==> src/shared/qtm_pkg.sv <==
package qtm_pkg;
	// Printed register indices; byte address is four times the index
	localparam logic [19:0] IDX_CTRL_CH0 = 20'hf_ff80;
	localparam logic [19:0] IDX_CTRL_CH1 = 20'hf_ff81;
	localparam logic [19:0] IDX_STATUS_CH0 = 20'hf_ff82;
	localparam logic [19:0] IDX_STATUS_CH1 = 20'hf_ff83;
	localparam logic [19:0] IDX_CONST_A_CH0 = 20'hf_ff84;
	localparam logic [19:0] IDX_CONST_A_CH1 = 20'hf_ff85;
	localparam logic [19:0] IDX_CONST_B_CH0 = 20'hf_ff86;
	localparam logic [19:0] IDX_CONST_B_CH1 = 20'hf_ff87;
	localparam logic [19:0] IDX_COUNT_CH0 = 20'hf_ff88;
	localparam logic [19:0] IDX_COUNT_CH1 = 20'hf_ff89;
	localparam logic [19:0] IDX_CTRL_CH2 = 20'hf_ff90;
	localparam logic [19:0] IDX_CTRL_CH3 = 20'hf_ff91;
	localparam logic [19:0] IDX_STATUS_CH2 = 20'hf_ff92;
	localparam logic [19:0] IDX_STATUS_CH3 = 20'hf_ff93;
	localparam logic [19:0] IDX_CONST_A_CH2 = 20'hf_ff94;
	localparam logic [19:0] IDX_CONST_A_CH3 = 20'hf_ff95;
	localparam logic [19:0] IDX_CONST_B_CH2 = 20'hf_ff96;
	localparam logic [19:0] IDX_CONST_B_CH3 = 20'hf_ff97;
	localparam logic [19:0] IDX_COUNT_CH2 = 20'hf_ff98;
	localparam logic [19:0] IDX_COUNT_CH3 = 20'hf_ff99;
	// Word (pair) access windows, index = base + kind
	localparam logic [19:0] IDX_PAIR_G0 = 20'hf_ffa0;
	localparam logic [19:0] IDX_PAIR_G1 = 20'hf_ffb0;
	localparam int unsigned NKIND = 5;
	// Register kinds in one channel
	localparam logic [2:0] K_CTRL = 3'h0;
	localparam logic [2:0] K_STAT = 3'h1;
	localparam logic [2:0] K_CA = 3'h2;
	localparam logic [2:0] K_CB = 3'h3;
	localparam logic [2:0] K_CNT = 3'h4;
	// Control fields
	localparam int unsigned CT_IE_B = 7;
	localparam int unsigned CT_IE_A = 6;
	localparam int unsigned CT_IE_OV = 5;
	localparam int unsigned CT_CLR_LO = 3;
	localparam int unsigned CT_CKS_LO = 0;
	// Status fields
	localparam int unsigned ST_MFB = 7;
	localparam int unsigned ST_MFA = 6;
	localparam int unsigned ST_OVF = 5;
	localparam int unsigned ST_AUX = 4;
	localparam int unsigned ST_OSB_LO = 2;
	localparam int unsigned ST_OSA_LO = 0;
	// Clear select codes
	localparam logic [1:0] CLR_OFF = 2'h0;
	localparam logic [1:0] CLR_A = 2'h1;
	localparam logic [1:0] CLR_B_CAP = 2'h2;
	localparam logic [1:0] CLR_CAP = 2'h3;
	// Clock select codes
	localparam logic [2:0] CKS_STOP = 3'h0;
	localparam logic [2:0] CKS_D8 = 3'h1;
	localparam logic [2:0] CKS_D64 = 3'h2;
	localparam logic [2:0] CKS_D8K = 3'h3;
	localparam logic [2:0] CKS_CASC = 3'h4;
	localparam logic [2:0] CKS_FALL = 3'h5;
	localparam logic [2:0] CKS_RISE = 3'h6;
	localparam logic [2:0] CKS_BOTH = 3'h7;
	// Output actions
	localparam logic [1:0] OUT_KEEP = 2'h0;
	localparam logic [1:0] OUT_LOW = 2'h1;
	localparam logic [1:0] OUT_HIGH = 2'h2;
	localparam logic [1:0] OUT_TOG = 2'h3;
	// Prescaler divisions
	localparam int unsigned DIV_FAST = 8;
	localparam int unsigned DIV_MID = 64;
	localparam int unsigned DIV_SLOW = 8192;
	localparam int unsigned PRE_W = 13;
	// Reset values
	localparam logic [7:0] RST_CTRL = 8'h00;
	localparam logic [7:0] RST_CNT = 8'h00;
	localparam logic [7:0] RST_CONST = 8'hff;
	localparam logic [7:0] RST_STAT = 8'h00;
	localparam logic [7:0] RST_STAT_CH2 = 8'h10;
	localparam logic [1:0] RST_OE = 2'h3;

	typedef struct packed {
		logic ext_clock_pin_ch0;
		logic ext_clock_pin_ch1;
		logic ext_clock_pin_ch2;
		logic ext_clock_pin_ch3;
		logic compare_capture_pin_ch1;
		logic compare_capture_pin_ch3;
	} qtm_pins_in_t;

	typedef struct packed {
		logic compare_out_pin_ch0;
		logic compare_out_pin_ch2;
		logic compare_capture_pin_ch1;
		logic compare_capture_pin_ch1_oe;
		logic compare_capture_pin_ch3;
		logic compare_capture_pin_ch3_oe;
	} qtm_pins_out_t;

	typedef struct packed {
		logic hit;
		logic pair;
		logic [2:0] kind;
		logic [1:0] ch;
	} qtm_dec_t;

	typedef struct packed {
		logic [3:0][7:0] cnt;
		logic [3:0][7:0] ca;
		logic [3:0][7:0] cb;
		logic [3:0][7:0] ctrl;
		logic [3:0][7:0] stat;
		logic [3:0] eqa;
		logic [3:0] eqb;
		logic [3:0] ovf_ev;
		logic [3:0] cma_ev;
		logic [3:0] pin;
		logic [1:0] oe;
		logic [PRE_W-1:0] pre;
		logic [3:0] clk_m;
		logic [3:0] clk_s;
		logic [3:0] clk_p;
		logic [1:0] cap_m;
		logic [1:0] cap_s;
		logic [1:0] cap_p;
		logic rdy;
		logic err;
		logic [31:0] rdata;
		logic adc;
		logic [7:0] irq;
	} qtm_state_t;
endpackage

==> src/qtm_timer.sv <==
// Local design decision: register access over APB.
module qtm_timer #(
	parameter int unsigned DIV_SLOW_CNT = qtm_pkg::DIV_SLOW
) (
	input wire logic clk_i,
	input wire logic rst_i,
	input wire logic psel_i,
	input wire logic penable_i,
	input wire logic pwrite_i,
	input wire logic [21:0] paddr_i,
	input wire logic [31:0] pwdata_i,
	input wire logic [3:0] pstrb_i,
	output logic pready_o,
	output logic [31:0] prdata_o,
	output logic pslverr_o,
	input wire qtm_pkg::qtm_pins_in_t pins_i,
	output qtm_pkg::qtm_pins_out_t pins_o,
	output logic adc_start_o,
	output logic [7:0] irq_o
);
	import qtm_pkg::*;

	// Last prescaler step; the slow divide wraps the shared counter
	localparam logic [PRE_W-1:0] PRE_LAST = PRE_W'(DIV_SLOW_CNT - 1);
	// Index of every single register, by channel and kind
	localparam logic [19:0] IDX_MAP [4][NKIND] = '{
		'{IDX_CTRL_CH0, IDX_STATUS_CH0, IDX_CONST_A_CH0, IDX_CONST_B_CH0, IDX_COUNT_CH0},
		'{IDX_CTRL_CH1, IDX_STATUS_CH1, IDX_CONST_A_CH1, IDX_CONST_B_CH1, IDX_COUNT_CH1},
		'{IDX_CTRL_CH2, IDX_STATUS_CH2, IDX_CONST_A_CH2, IDX_CONST_B_CH2, IDX_COUNT_CH2},
		'{IDX_CTRL_CH3, IDX_STATUS_CH3, IDX_CONST_A_CH3, IDX_CONST_B_CH3, IDX_COUNT_CH3}
	};

	// Whole block state and its next value
	qtm_state_t s_q;
	qtm_state_t s_d;

	// Address decode over the 20-bit register index
	// address bits 21:2
	function automatic qtm_dec_t decode(input logic [19:0] idx);
		qtm_dec_t r;
		r = '0;
		for (int c = 0; c < 4; c++) begin
			for (int k = 0; k < NKIND; k++) begin
				if (idx == IDX_MAP[c][k]) begin
					r.hit = 1'b1;
					r.kind = 3'(k);
					r.ch = 2'(c);
				end
			end
		end
		for (int k = 0; k < NKIND; k++) begin
			if (idx == IDX_PAIR_G0 + 20'(k) || idx == IDX_PAIR_G1 + 20'(k)) begin
				r.hit = 1'b1;
				r.pair = 1'b1;
				r.kind = 3'(k);
				r.ch = (idx[7:4] == IDX_PAIR_G1[7:4]) ? 2'h2 : 2'h0;
			end
		end
		return r;
	endfunction

	// One register byte as software sees it
	function automatic logic [7:0] reg_byte(input qtm_state_t s, input logic [2:0] kind,
			input logic [1:0] ch);
		logic [7:0] v;
		v = 8'h00;
		unique case (kind)
			K_CTRL: v = s.ctrl[ch];
			K_STAT: v = s.stat[ch];
			K_CA: v = s.ca[ch];
			K_CB: v = s.cb[ch];
			K_CNT: v = s.cnt[ch];
			default: v = 8'h00;
		endcase
		return v;
	endfunction

	// Apply a two-bit output action to the pin level
	function automatic logic out_act(input logic lvl, input logic [1:0] act);
		logic r;
		r = lvl;
		unique case (act)
			OUT_KEEP: r = lvl;
			OUT_LOW: r = 1'b0;
			OUT_HIGH: r = 1'b1;
			OUT_TOG: r = ~lvl;
		endcase
		return r;
	endfunction

	// Merge two simultaneous output actions: toggle beats high beats low
	function automatic logic [1:0] act_merge(input logic [1:0] a, input logic [1:0] b);
		logic [1:0] r;
		r = a;
		if (b > a) begin
			r = b;
		end
		return r;
	endfunction

	// Other channel of the same group; keeps cascade indices in range
	function automatic int mate(input int c);
		return c ^ 1;
	endfunction

	// Next-state logic for the whole block
	always_comb begin
		qtm_dec_t dec;
		logic tk8;
		logic tk64;
		logic tk8k;
		logic [3:0] rise;
		logic [3:0] fall;
		logic [3:0] tick;
		logic [3:0] cma;
		logic [3:0] cmb;
		logic [3:0] capt;
		logic [3:0] ovf;
		logic [3:0] eqa;
		logic [3:0] eqb;
		logic [3:0] clr;
		logic [1:0] cr;
		logic [1:0] cf;
		logic [2:0] cks;
		logic [1:0] csel;
		logic [1:0] oisel;
		logic ice;
		logic wr;
		logic [7:0] wb;
		logic [1:0] wc;
		logic [1:0] act;
		int e;
		int o;
		s_d = s_q;
		dec = decode(paddr_i[21:2]);
		tk8 = 1'b0;
		tk64 = 1'b0;
		tk8k = 1'b0;
		rise = '0;
		fall = '0;
		tick = '0;
		cma = '0;
		cmb = '0;
		capt = '0;
		ovf = '0;
		eqa = '0;
		eqb = '0;
		clr = '0;
		cr = '0;
		cf = '0;
		cks = CKS_STOP;
		csel = CLR_OFF;
		oisel = '0;
		ice = 1'b0;
		wr = 1'b0;
		wb = 8'h00;
		wc = '0;
		act = OUT_KEEP;
		e = 0;
		o = 0;

		// Shared prescaler; the slow divide must stay a multiple of 64
		// internal clocks
		s_d.pre = (s_q.pre == PRE_LAST) ? '0 : s_q.pre + 1'b1;
		tk8 = s_q.pre[2:0] == 3'h7;
		tk64 = s_q.pre[5:0] == 6'h3f;
		tk8k = s_q.pre == PRE_LAST;

		// Pin levels move with no regard to our clock; two flops tame them
		// Two-stage synchronisers, edges read only from the later stages
		// sync and edge
		s_d.clk_m = {pins_i.ext_clock_pin_ch3, pins_i.ext_clock_pin_ch2,
			pins_i.ext_clock_pin_ch1, pins_i.ext_clock_pin_ch0};
		s_d.clk_s = s_q.clk_m;
		s_d.clk_p = s_q.clk_s;
		s_d.cap_m = {pins_i.compare_capture_pin_ch3, pins_i.compare_capture_pin_ch1};
		s_d.cap_s = s_q.cap_m;
		s_d.cap_p = s_q.cap_s;
		rise = s_q.clk_s & ~s_q.clk_p;
		fall = ~s_q.clk_s & s_q.clk_p;
		cr = s_q.cap_s & ~s_q.cap_p;
		cf = ~s_q.cap_s & s_q.cap_p;

		// Per-channel count, match and clear
		// pairs 0-1, 2-3
		for (int c = 0; c < 4; c++) begin
			cks = s_q.ctrl[c][CT_CKS_LO +: 3];
			csel = s_q.ctrl[c][CT_CLR_LO +: 2];
			unique case (cks)
				CKS_STOP: tick[c] = 1'b0;
				CKS_D8: tick[c] = tk8;
				CKS_D64: tick[c] = tk64;
				CKS_D8K: tick[c] = tk8k;
				// odd counts even match A
				// Cascade sources are last cycle's events, one clock behind
				CKS_CASC: tick[c] = c[0] ? s_q.cma_ev[mate(c)] : s_q.ovf_ev[mate(c)];
				CKS_FALL: tick[c] = fall[c];
				CKS_RISE: tick[c] = rise[c];
				CKS_BOTH: tick[c] = rise[c] | fall[c];
			endcase
			// Capture only on odd channels with capture enabled
			// edge select
			ice = c[0] && s_q.stat[c][ST_AUX];
			oisel = s_q.stat[c][ST_OSB_LO +: 2];
			if (ice) begin
				unique case (oisel)
					2'h0: capt[c] = cr[c/2];
					2'h1: capt[c] = cf[c/2];
					default: capt[c] = cr[c/2] | cf[c/2];
				endcase
			end
			// Compare the count as it stands; a match fires on its rising
			// continuous compare
			eqa[c] = s_q.cnt[c] == s_q.ca[c];
			eqb[c] = s_q.cnt[c] == s_q.cb[c];
			cma[c] = eqa[c] & ~s_q.eqa[c];
			cmb[c] = ice ? capt[c] : (eqb[c] & ~s_q.eqb[c]);
			// Clear happens where the next count would be: period is N+1
			// clear sources
			unique case (csel)
				CLR_OFF: clr[c] = 1'b0;
				CLR_A: clr[c] = tick[c] & eqa[c];
				CLR_B_CAP: clr[c] = ice ? capt[c] : (tick[c] & eqb[c]);
				CLR_CAP: clr[c] = capt[c];
			endcase
			if (clr[c]) begin
				s_d.cnt[c] = 8'h00;
			end else if (tick[c]) begin
				s_d.cnt[c] = s_q.cnt[c] + 8'h01;
				ovf[c] = s_q.cnt[c] == 8'hff;
			end
			// Simultaneous actions merge: toggle beats high beats low
			// two match signals
			act = OUT_KEEP;
			if (cma[c]) begin
				act = s_q.stat[c][ST_OSA_LO +: 2];
			end
			if (cmb[c] && !ice && s_q.stat[c][ST_OSB_LO +: 2] != OUT_KEEP) begin
				act = act_merge(act, s_q.stat[c][ST_OSB_LO +: 2]);
			end
			s_d.pin[c] = out_act(s_q.pin[c], act);
		end
		s_d.eqa = eqa;
		s_d.eqb = eqb;
		s_d.ovf_ev = ovf;
		s_d.cma_ev = cma;

		// Bus slave: first access cycle answers, second commits the write
		// Read data is latched early so it stands while ready is high
		// A write lands only at the edge that also samples ready high
		if (psel_i && penable_i && !s_q.rdy) begin
			s_d.rdy = 1'b1;
			s_d.err = ~dec.hit;
			s_d.rdata = 32'h0000_0000;
			if (dec.hit && dec.pair) begin
				s_d.rdata[15:8] = reg_byte(s_q, dec.kind, dec.ch);
				s_d.rdata[7:0] = reg_byte(s_q, dec.kind, dec.ch | 2'h1);
			end else if (dec.hit) begin
				s_d.rdata[7:0] = reg_byte(s_q, dec.kind, dec.ch);
			end
		end else if (s_q.rdy) begin
			s_d.rdy = 1'b0;
			s_d.err = 1'b0;
			wr = psel_i & penable_i & pwrite_i & dec.hit;
		end

		// Register writes; a bus write to a counter beats its count
		// Strobe 1 gates the even byte of a pair, strobe 0 the odd or single
		for (int b = 0; b < 2; b++) begin
			wc = dec.pair ? (dec.ch | 2'(1 - b)) : dec.ch;
			wb = (dec.pair && b == 1) ? pwdata_i[15:8] : pwdata_i[7:0];
			if (wr && pstrb_i[b] && (dec.pair || b == 0)) begin
				unique case (dec.kind)
					K_CTRL: s_d.ctrl[wc] = wb;
					K_STAT: begin
						s_d.stat[wc][7:5] = s_q.stat[wc][7:5] & wb[7:5];
						s_d.stat[wc][4:0] = wb[4:0];
						if (wc == 2'h2) begin
							s_d.stat[wc][ST_AUX] = RST_STAT_CH2[ST_AUX];
						end
					end
					K_CA: s_d.ca[wc] = wb;
					K_CB: s_d.cb[wc] = wb;
					K_CNT: s_d.cnt[wc] = wb;
					default: s_d.err = s_d.err;
				endcase
			end
		end

		// Hardware flag sets win over a clearing write in the same cycle
		// Flags only fall by a written zero; nothing else lowers them
		for (int c = 0; c < 4; c++) begin
			if (cma[c]) begin
				s_d.stat[c][ST_MFA] = 1'b1;
			end
			if (cmb[c]) begin
				s_d.stat[c][ST_MFB] = 1'b1;
			end
			if (ovf[c]) begin
				s_d.stat[c][ST_OVF] = 1'b1;
			end
		end

		// Pin direction follows the capture enable about to be stored
		// pin direction
		s_d.oe[0] = ~s_d.stat[1][ST_AUX];
		s_d.oe[1] = ~s_d.stat[3][ST_AUX];

		// Capture beats a bus write to constant B; 16-bit pair grabs both
		// capture copy
		for (int g = 0; g < 2; g++) begin
			e = 2 * g;
			o = e + 1;
			if (capt[o]) begin
				s_d.cb[o] = s_q.cnt[o];
				if (s_q.ctrl[e][CT_CKS_LO +: 3] == CKS_CASC) begin
					s_d.cb[e] = s_q.cnt[e];
				end
			end
		end

		// Converter start from channel 0 match A when enabled
		// converter trigger
		s_d.adc = cma[0] & s_q.stat[0][ST_AUX];

		// Requests are levels; they fall once software clears the flag
		// Request lines: own vectors for A/B of 0 and 2, rest shared
		// twelve sources
		s_d.irq[0] = s_q.stat[0][ST_MFA] & s_q.ctrl[0][CT_IE_A];
		s_d.irq[1] = s_q.stat[0][ST_MFB] & s_q.ctrl[0][CT_IE_B];
		s_d.irq[2] = s_q.stat[2][ST_MFA] & s_q.ctrl[2][CT_IE_A];
		s_d.irq[3] = s_q.stat[2][ST_MFB] & s_q.ctrl[2][CT_IE_B];
		s_d.irq[4] = (s_q.stat[1][ST_MFA] & s_q.ctrl[1][CT_IE_A])
			| (s_q.stat[1][ST_MFB] & s_q.ctrl[1][CT_IE_B]);
		s_d.irq[5] = (s_q.stat[3][ST_MFA] & s_q.ctrl[3][CT_IE_A])
			| (s_q.stat[3][ST_MFB] & s_q.ctrl[3][CT_IE_B]);
		s_d.irq[6] = (s_q.stat[0][ST_OVF] & s_q.ctrl[0][CT_IE_OV])
			| (s_q.stat[1][ST_OVF] & s_q.ctrl[1][CT_IE_OV]);
		s_d.irq[7] = (s_q.stat[2][ST_OVF] & s_q.ctrl[2][CT_IE_OV])
			| (s_q.stat[3][ST_OVF] & s_q.ctrl[3][CT_IE_OV]);
	end

	// Async reset clears all other state to zero and loads the reset constants
	// State register
	// reset values
	always_ff @(posedge clk_i or posedge rst_i) begin
		if (rst_i) begin
			s_q <= '0;
			s_q.cnt <= {4{RST_CNT}};
			s_q.ctrl <= {4{RST_CTRL}};
			s_q.ca <= {4{RST_CONST}};
			s_q.cb <= {4{RST_CONST}};
			s_q.stat <= {RST_STAT, RST_STAT_CH2, RST_STAT, RST_STAT};
			s_q.oe <= RST_OE;
		end else begin
			s_q <= s_d;
		end
	end

	// Outputs straight from state flops
	// pin set
	assign pins_o.compare_out_pin_ch0 = s_q.pin[0];
	assign pins_o.compare_capture_pin_ch1 = s_q.pin[1];
	assign pins_o.compare_capture_pin_ch1_oe = s_q.oe[0];
	assign pins_o.compare_out_pin_ch2 = s_q.pin[2];
	assign pins_o.compare_capture_pin_ch3 = s_q.pin[3];
	assign pins_o.compare_capture_pin_ch3_oe = s_q.oe[1];
	assign pready_o = s_q.rdy;
	assign prdata_o = s_q.rdata;
	assign pslverr_o = s_q.err;
	assign adc_start_o = s_q.adc;
	assign irq_o = s_q.irq;
endmodule

==> config.mk <==
export PLATFORM = sky130hd
export DESIGN_NAME = qtm_timer
export DESIGN_NICKNAME = d
export VERILOG_FILES = /design/src/shared/qtm_pkg.sv /design/src/qtm_timer.sv
export SDC_FILE = /design/constraint.sdc
export NUM_CORES = 1
export LEC_CHECK = 0
export BUFFER_PORTS_ARGS = -buffer_cell sky130_fd_sc_hd__clkbuf_2
export CORE_UTILIZATION = 55
export DETAILED_ROUTE_END_ITERATION = 6
export GPL_TIMING_DRIVEN = 0
export PLACE_DENSITY = 0.77
export SETUP_SLACK_MARGIN = 0.15
export SYNTH_ARGS = -nofsm -noshare
export SYNTH_HDL_FRONTEND = slang
export SYNTH_SLANG_ARGS = --single-unit
export TNS_END_PERCENT = 50
==> constraint.sdc <==
create_clock -name clk_i -period 7 [get_ports clk_i]
set_input_delay 0.7 -clock clk_i [delete_from_list [all_inputs] [get_ports clk_i]]
set_output_delay 0.7 -clock clk_i [all_outputs]
set_load 0.005 [all_outputs]
==> results of run 1 <==
-- state kept, by name, indices dropped and copies added (netlist names) --
signal and flops:
prdata_o 16, pins_o 6, pslverr_o 1, s_q 191, irq_o 8, s_d 12, pready_o 1, adc_start_o 1
-- area by class of cell --
cell class	instances	area (µm²)
fillers	2333	9800
well taps	341	427
inverters	52	199
multi-input cells	1257	8240
repair buffers	83	518
plain buffers	158	877
clock inverters	16	216
flip-flops and latches	236	5990
diodes	1	2.50
clock buffers	33	758
-- through the flow --
stage	util	cells	instance area [µm²]	worst slack [ns]	power [mW]
floorplan	-	1703	15300	3.26	1.47
global placement	0.596	2119	16100	1.84	1.53
detailed placement	0.601	2127	16300	2.73	1.54
CTS	0.637	2176	17200	3.28	3.08
global route	0.637	2176	17200	2.93	3.15
finish	0.638	2177	17200	2.84	3.08
-- placed cells by master (no fill, tap or decap), types with 14 or more instances in the layout --
cell type  synthesis  routed
a21o_1            18      18
a21oi_1           92      92
a22o_1            15      15
a22oi_1           20      20
and2_1            17      17
and3_1            17      17
buf_2             23      23
buf_4             54      56
clkbuf_1          69      69
clkbuf_16          0      27
clkbuf_2           0      75
conb_1             1      16
dfrtp_1          169     169
dfstp_2           67      67
ha_1              32      32
inv_1             52      51
mux2_2            47      47
mux2i_1           69      69
nand2_1          206     206
nand3_1           40      40
nand4_1           21      21
nor2_1           117     117
nor3_1            42      42
o211ai_1          14      14
o21ai_0          121     121
o22ai_1           20      20
xnor2_1           55      55
xor2_1            41      41
-- worst max-delay path, stage by stage --
cell and delay (ns):
clkbuf_2 0.12, buf_2 0.19, nor3b_1 0.21, nand4_1 0.23
a21o_1 0.24, a21oi_1 0.75, clkbuf_1 0.73, nand2_1 0.16
clkbuf_1 0.27, o21ai_0 0.59, o31ai_1 0.32
-- routing by layer --
| layer | up-vias | routed length, µm |
|---|---|---|
| met5 | - | 0 |
| met4 | 0 | 3070 |
| met3 | 201 | 8340 |
| met2 | 1044 | 26000 |
| met1 | 7072 | 24300 |
| li1 | 6227 | - |
-- cell usage after synthesis, types with 14 or more instances --
master / instances / area, µm²
and2_1: 17 / 106
a22oi_1: 20 / 150
dfstp_2: 67 / 1760
buf_2: 23 / 115
a21oi_1: 92 / 460
clkbuf_1: 69 / 259
a22o_1: 15 / 131
and3_1: 17 / 106
xnor2_1: 55 / 482
nor2_1: 117 / 439
nand2_1: 206 / 773
o211ai_1: 14 / 105
o21ai_0: 121 / 606
inv_1: 52 / 195
a21o_1: 18 / 135
mux2i_1: 69 / 691
o22ai_1: 20 / 125
nand4_1: 21 / 131
buf_4: 54 / 405
mux2_2: 47 / 529
nor3_1: 42 / 210
xor2_1: 41 / 359
dfrtp_1: 169 / 4230
nand3_1: 40 / 200
ha_1: 32 / 400
-- where the power goes --
group	internal (mW)	switching, mW	total (mW)	leakage [nW]
logic	0.0412	0.0987	0.140	4.10
clock network	0.951	0.613	1.56	0.479
registers	1.37	0.00456	1.38	2.86
total	2.37	0.717	3.08	7.45
-- path summary, 6_finish.rpt --
check	from	endpoint
max in group asynchronous	rst_i	s_q[161]$_DFF_PP1_
max reg2reg	s_q[240]$_DFF_PP0_	pins_o[4]$_DFFE_PP0P_
min	rst_i	pins_o[1]$_DFFE_PP0P_
min in group clk_i	pins_i[5]	s_d[53]$_DFF_PP0_
max	paddr_i[5]	s_q[101]$_DFF_PP0_
min reg2reg	s_d[56]$_DFF_PP0_	s_d[52]$_DFF_PP0_
-- kinds of logic (layout without fill, tap and decap cells) --
family,after synthesis,count (layout),share of synthesized area
AO/OA/AOI/OAI,420,420,0.177
adder cells (fa/ha/maj),32,32,0.0263
other,1,17,0.000246
multiplexers,122,122,0.0860
XOR/XNOR,96,96,0.0552
AND/OR/NAND/NOR,571,571,0.191
buffers and inverters,210,342,0.0704
flip-flops,236,236,0.393
==> results.toml, run 1 <==
[run_status]
status = "finished with violations"
violations = "max-capacitance violations, max-slew violations"

[floorplan]
fp-row-count = 60
die_y_um = 168
core_mm2 = 0.0270
chipWidth_um = 168
pin_count = 118
die_area_mm2 = 0.0284
start_util = 0.564

[finish]
fin_nets = 1916
syn_to_final_growth_pct = 13.1
drive_above_1_share = 0.209

[logic_synthesis]
synth_edf_count = 0
synthCells = 1688
netlist_area_mm2 = 0.0152
synth-async-reset-ratio = 1.00
synth_seq_cells = 236
synth_seq_area_share = 0.393
yosysWarnings = 0
avgSynthCellArea_um2 = 9.03
synth_cell_types = 92
ys.flop_type = "dfrtp_1"

[timing]
finalSetupTns_ns = 0
fmax_mhz = 240
post-route-period-util = 0.594
rsz0062_at_grt = "false"
slew_violations = 8
hold_viol_final = 0
hold_ws_ns = 0.203
tightest_slew_ns = 1.65
slew_headroom = -0.108
period_needed_ns = 4.16
setup_viol = 0
finClkSkew_ns = 0.0280

[global_routing]
grt_max_degree = 45
grt_pass1_wl_um = 90800
met1_usage = 0.602
grt_pass1_vias = 13900
antenna_found_initial = 2
grt.overflow.total = 0
grt_use_met3 = 0.124
grt_use_total = 0.440
grt-busiest-layer = "met2"
use_met2 = 0.646

[clock_tree]
tritoncts = "done"
htreeDepth = 1
cts.sinks = 236
clk_pin_slew_ns = 0.07
ctsLongestPathBuffers = 3
post_cts_buffers = 0
cts_inserted_buffers = 27
cts_hold_buf = 0
cts_resized = 0
cts_root_buffer = "clkbuf_16"
clk_latency_ns = 0.56

[placement]
place_congestion = 1.06
portBuffers = 75
hpwl_um = 47300

[setup_path]
cp-start-kind = "primary input"
endpoint_kind = "register"
r2r_slack_ns = 3.59
crit_arrival_ns = 4.52
rr_worst_depth = 12
required_ns = 7.36
crit_type = "in -> reg"
worst-path-max-fanout = 10

[route]
ant_nets = 0
first_iter_violations = 1924
drc = 0
wirelength_um = 61700
wire_per_inst_um = 28.3
firstDrtPassIters = 6
via_count = 14500
viasPerCell = 6.68

[power_and_ir_drop]
cellPowerDensity_mw_per_mm2 = 179
leakage_nw = 7.45
max-vdd-ir-drop_v = 0.000181

[flow_run]
drv_cap = 2

[hold_path]
min_path_type = "in -> async"
No activity file was read; power rests on OpenSTA's default activity.
==> run 2: changes to the inputs <==
ABC_AREA = 1   (was not set)
CORE_UTILIZATION = 56   (was 55)
PLACE_DENSITY = 0.78   (was 0.77)
clock period = 3.8 ns   (was 7 ns; I/O delays follow)
==> results.toml, run 2 <==
[logic_synthesis]
netlist_area_mm2 = 0.0169
synth_edf_count = 0
yosysWarnings = 0
avgSynthCellArea_um2 = 6.98
synth_most_common_cell = "nand2_1"
synth_seq_area_share = 0.355
synth-async-reset-ratio = 1.00
yosys.area.top_type_share = 0.251
synth_seq_cells = 236
ys.flop_type = "dfrtp_1"
synth_cell_types = 56
yosys-top-cells-area = "dfrtp_1 (25%), nand2_1 (13%), dfstp_2 (10%)"
synthTopCellsByCount = "nand2_1 (600), inv_1 (310), nor2_1 (218)"
synthCells = 2416
post-synth-top-area-cell = "dfrtp_1"

[timing]
rsz0062_at_grt = "false"
tightest_slew_ns = 1.33
slew_headroom = 0.112
finClkSkew_ns = 0.0206
period_needed_ns = 3.52
post-route-period-util = 0.926
slew_violations = 0
finalSetupTns_ns = 0
hold_viol_final = 0
setup_viol = 0
fmax_mhz = 284

[setup_path]
crit_type = "reg -> reg"
required_ns = 4.20
endpoint_kind = "register"
worst-path-max-fanout = 7
r2r_slack_ns = 0.28
crit_arrival_ns = 3.92
cp-start-kind = "register"

[floorplan]
fp-row-count = 63
die_area_mm2 = 0.0308
core_mm2 = 0.0296
pin_count = 118
chipWidth_um = 176
start_util = 0.569
die_y_um = 176

[route]
firstDrtPassIters = 7
viasPerCell = 6.38
ant_nets = 0
drc = 0
wire_per_inst_um = 26.0
via_count = 18900
first_iter_violations = 2722
wirelength_um = 76900

[power_and_ir_drop]
leakage_nw = 9.26
max-vdd-ir-drop_v = 0.000515
power_mw = 6.68
cellPowerDensity_mw_per_mm2 = 353

[global_routing]
antenna_found_initial = 2
grt.overflow.total = 0
grt_max_degree = 44
grt_use_total = 0.496
grt_pass1_wl_um = 111000
grt_pass1_vias = 17700

[finish]
num_antenna_cells = 0
syn_to_final_growth_pct = 12.3
fin_nets = 2653
drive_above_1_share = 0.150
largest_reg_flops = 191
regMostFlops = "s_q"
layout_commonest_cell = "nand2_1"
final_cell_mix = "nand2_1 (599), inv_1 (308), nor2_1 (218)"

[run_status]
status = "completed"

[clock_tree]
tritoncts = "done"
cts_inserted_buffers = 27
cts_root_buffer = "clkbuf_16"
cts.sinks = 236
clk_pin_slew_ns = 0.06
clk_latency_ns = 0.57
ctsLongestPathBuffers = 3
htreeDepth = 1

[placement]
hpwl_um = 58600
place_congestion = 1.16
portBuffers = 77

[flow_run]
drv_cap = 0

[hold_path]
min_path_type = "in -> reg"
## run 2: changes by cell type in the layout (fill, tap and decap cells not counted), moves of 19 or more
cell,before,now
o211ai_1,14,60
nand2_1,206,599
nand3_1,40,140
xnor2_1,55,8
o21ai_0,121,203
mux2i_1,69,20
inv_1,51,308
inv_2,0,19
o21ai_1,11,57
nand4_1,21,68
clkbuf_1,69,38
nor2_1,117,218
mux2_2,47,0
## run 2: timing repair
item | CTS | global route
resized for setup | 1 | 3
pin swaps | 0 | 1
hold buffers | 7 | 0
setup buffers | 0 | 2
setup endpoints to repair | 1 | 5
endpoints found under the hold margin | 31 | 0
## run 2: cell type report
class                   instances  area (µm²)
plain buffers                 123         749
clock buffers                  41         798
clock inverters                 7         110
multi-input cells            1738        8930
inverters                     334        1260
flip-flops and latches        236        5990
well taps                     390         488
fillers                      2630       10700
repair buffers                 92         603
## run 2: worst max-delay path, stage by stage, from the launching register on
cell and delay (ns):
dfrtp_1 0.38, ha_1 0.20, nand2_1 0.07, nor2_1 0.24
nand3b_1 0.25, nor2_1 0.15, nand2_1 0.26, o21ai_0 0.25
nand2_1 0.34, inv_1 0.27, nand3_1 0.16, nor2_1 0.27
nand3_1 0.22, nand2_1 0.13, nor2_1 0.04, nor2_1 0.08
a21oi_1 0.04
## run 2: power breakdown
group,internal [mW],switching (mW),total [mW]
Combinational,0.353,0.790,1.14
Sequential,2.64,0.167,2.80
Clock,1.64,1.10,2.74
## run 2: logic make-up after synthesis
family,Yosys count,synth area share
other cells,1,0.000222
buf+inv,457,0.119
compound gates,478,0.161
mux,20,0.0119
xor+xnor,37,0.0192
flops,236,0.355
simple gates,1155,0.310
fa+ha+maj,32,0.0237
## run 2: metal layers
metal,global-route usage,routed length [µm],vias up
met4,0.323,6180,4
li1,-,-,8182
met3,0.151,11000,373
met5,0.0112,55,-
met1,0.644,28300,8755
met2,0.712,31300,1587
## run 2: worst paths after layout
kind,start,end,cells past startpoint
worst max-delay path,s_q[61]$_DFF_PP0_,s_q[238]$_DFF_PP0_,16
worst min register to register,s_d[55]$_DFF_PP0_,s_d[51]$_DFF_PP0_,0
min in group asynchronous,rst_i,irq_o[0]$_DFF_PP0_,3
worst min-delay path,penable_i,pslverr_o$_DFFE_PP0P_,4
worst max register to register,s_q[61]$_DFF_PP0_,s_q[238]$_DFF_PP0_,16
max in group asynchronous,rst_i,s_q[185]$_DFF_PP1_,6
## run 2: metrics by stage
| step | utilization | cells | hold slack (ns) | cell area, µm² | setup WS [ns] |
|---|---|---|---|---|---|
| 5_1_grt | 0.639 | 2961 | 0.195 | 18900 | 0.139 |
| 3_5_place_dp | 0.604 | 2904 | 0.335 | 17900 | 0.0468 |
| 3_3_place_gp | 0.600 | 2898 | 0.332 | 17800 | -1.03 |
| 2_1_floorplan | - | 2431 | 0.331 | 16900 | 0.383 |
| 6_report | 0.639 | 2961 | 0.168 | 18900 | 0.283 |
| 4_1_cts | 0.638 | 2959 | 0.162 | 18900 | 0.317 |
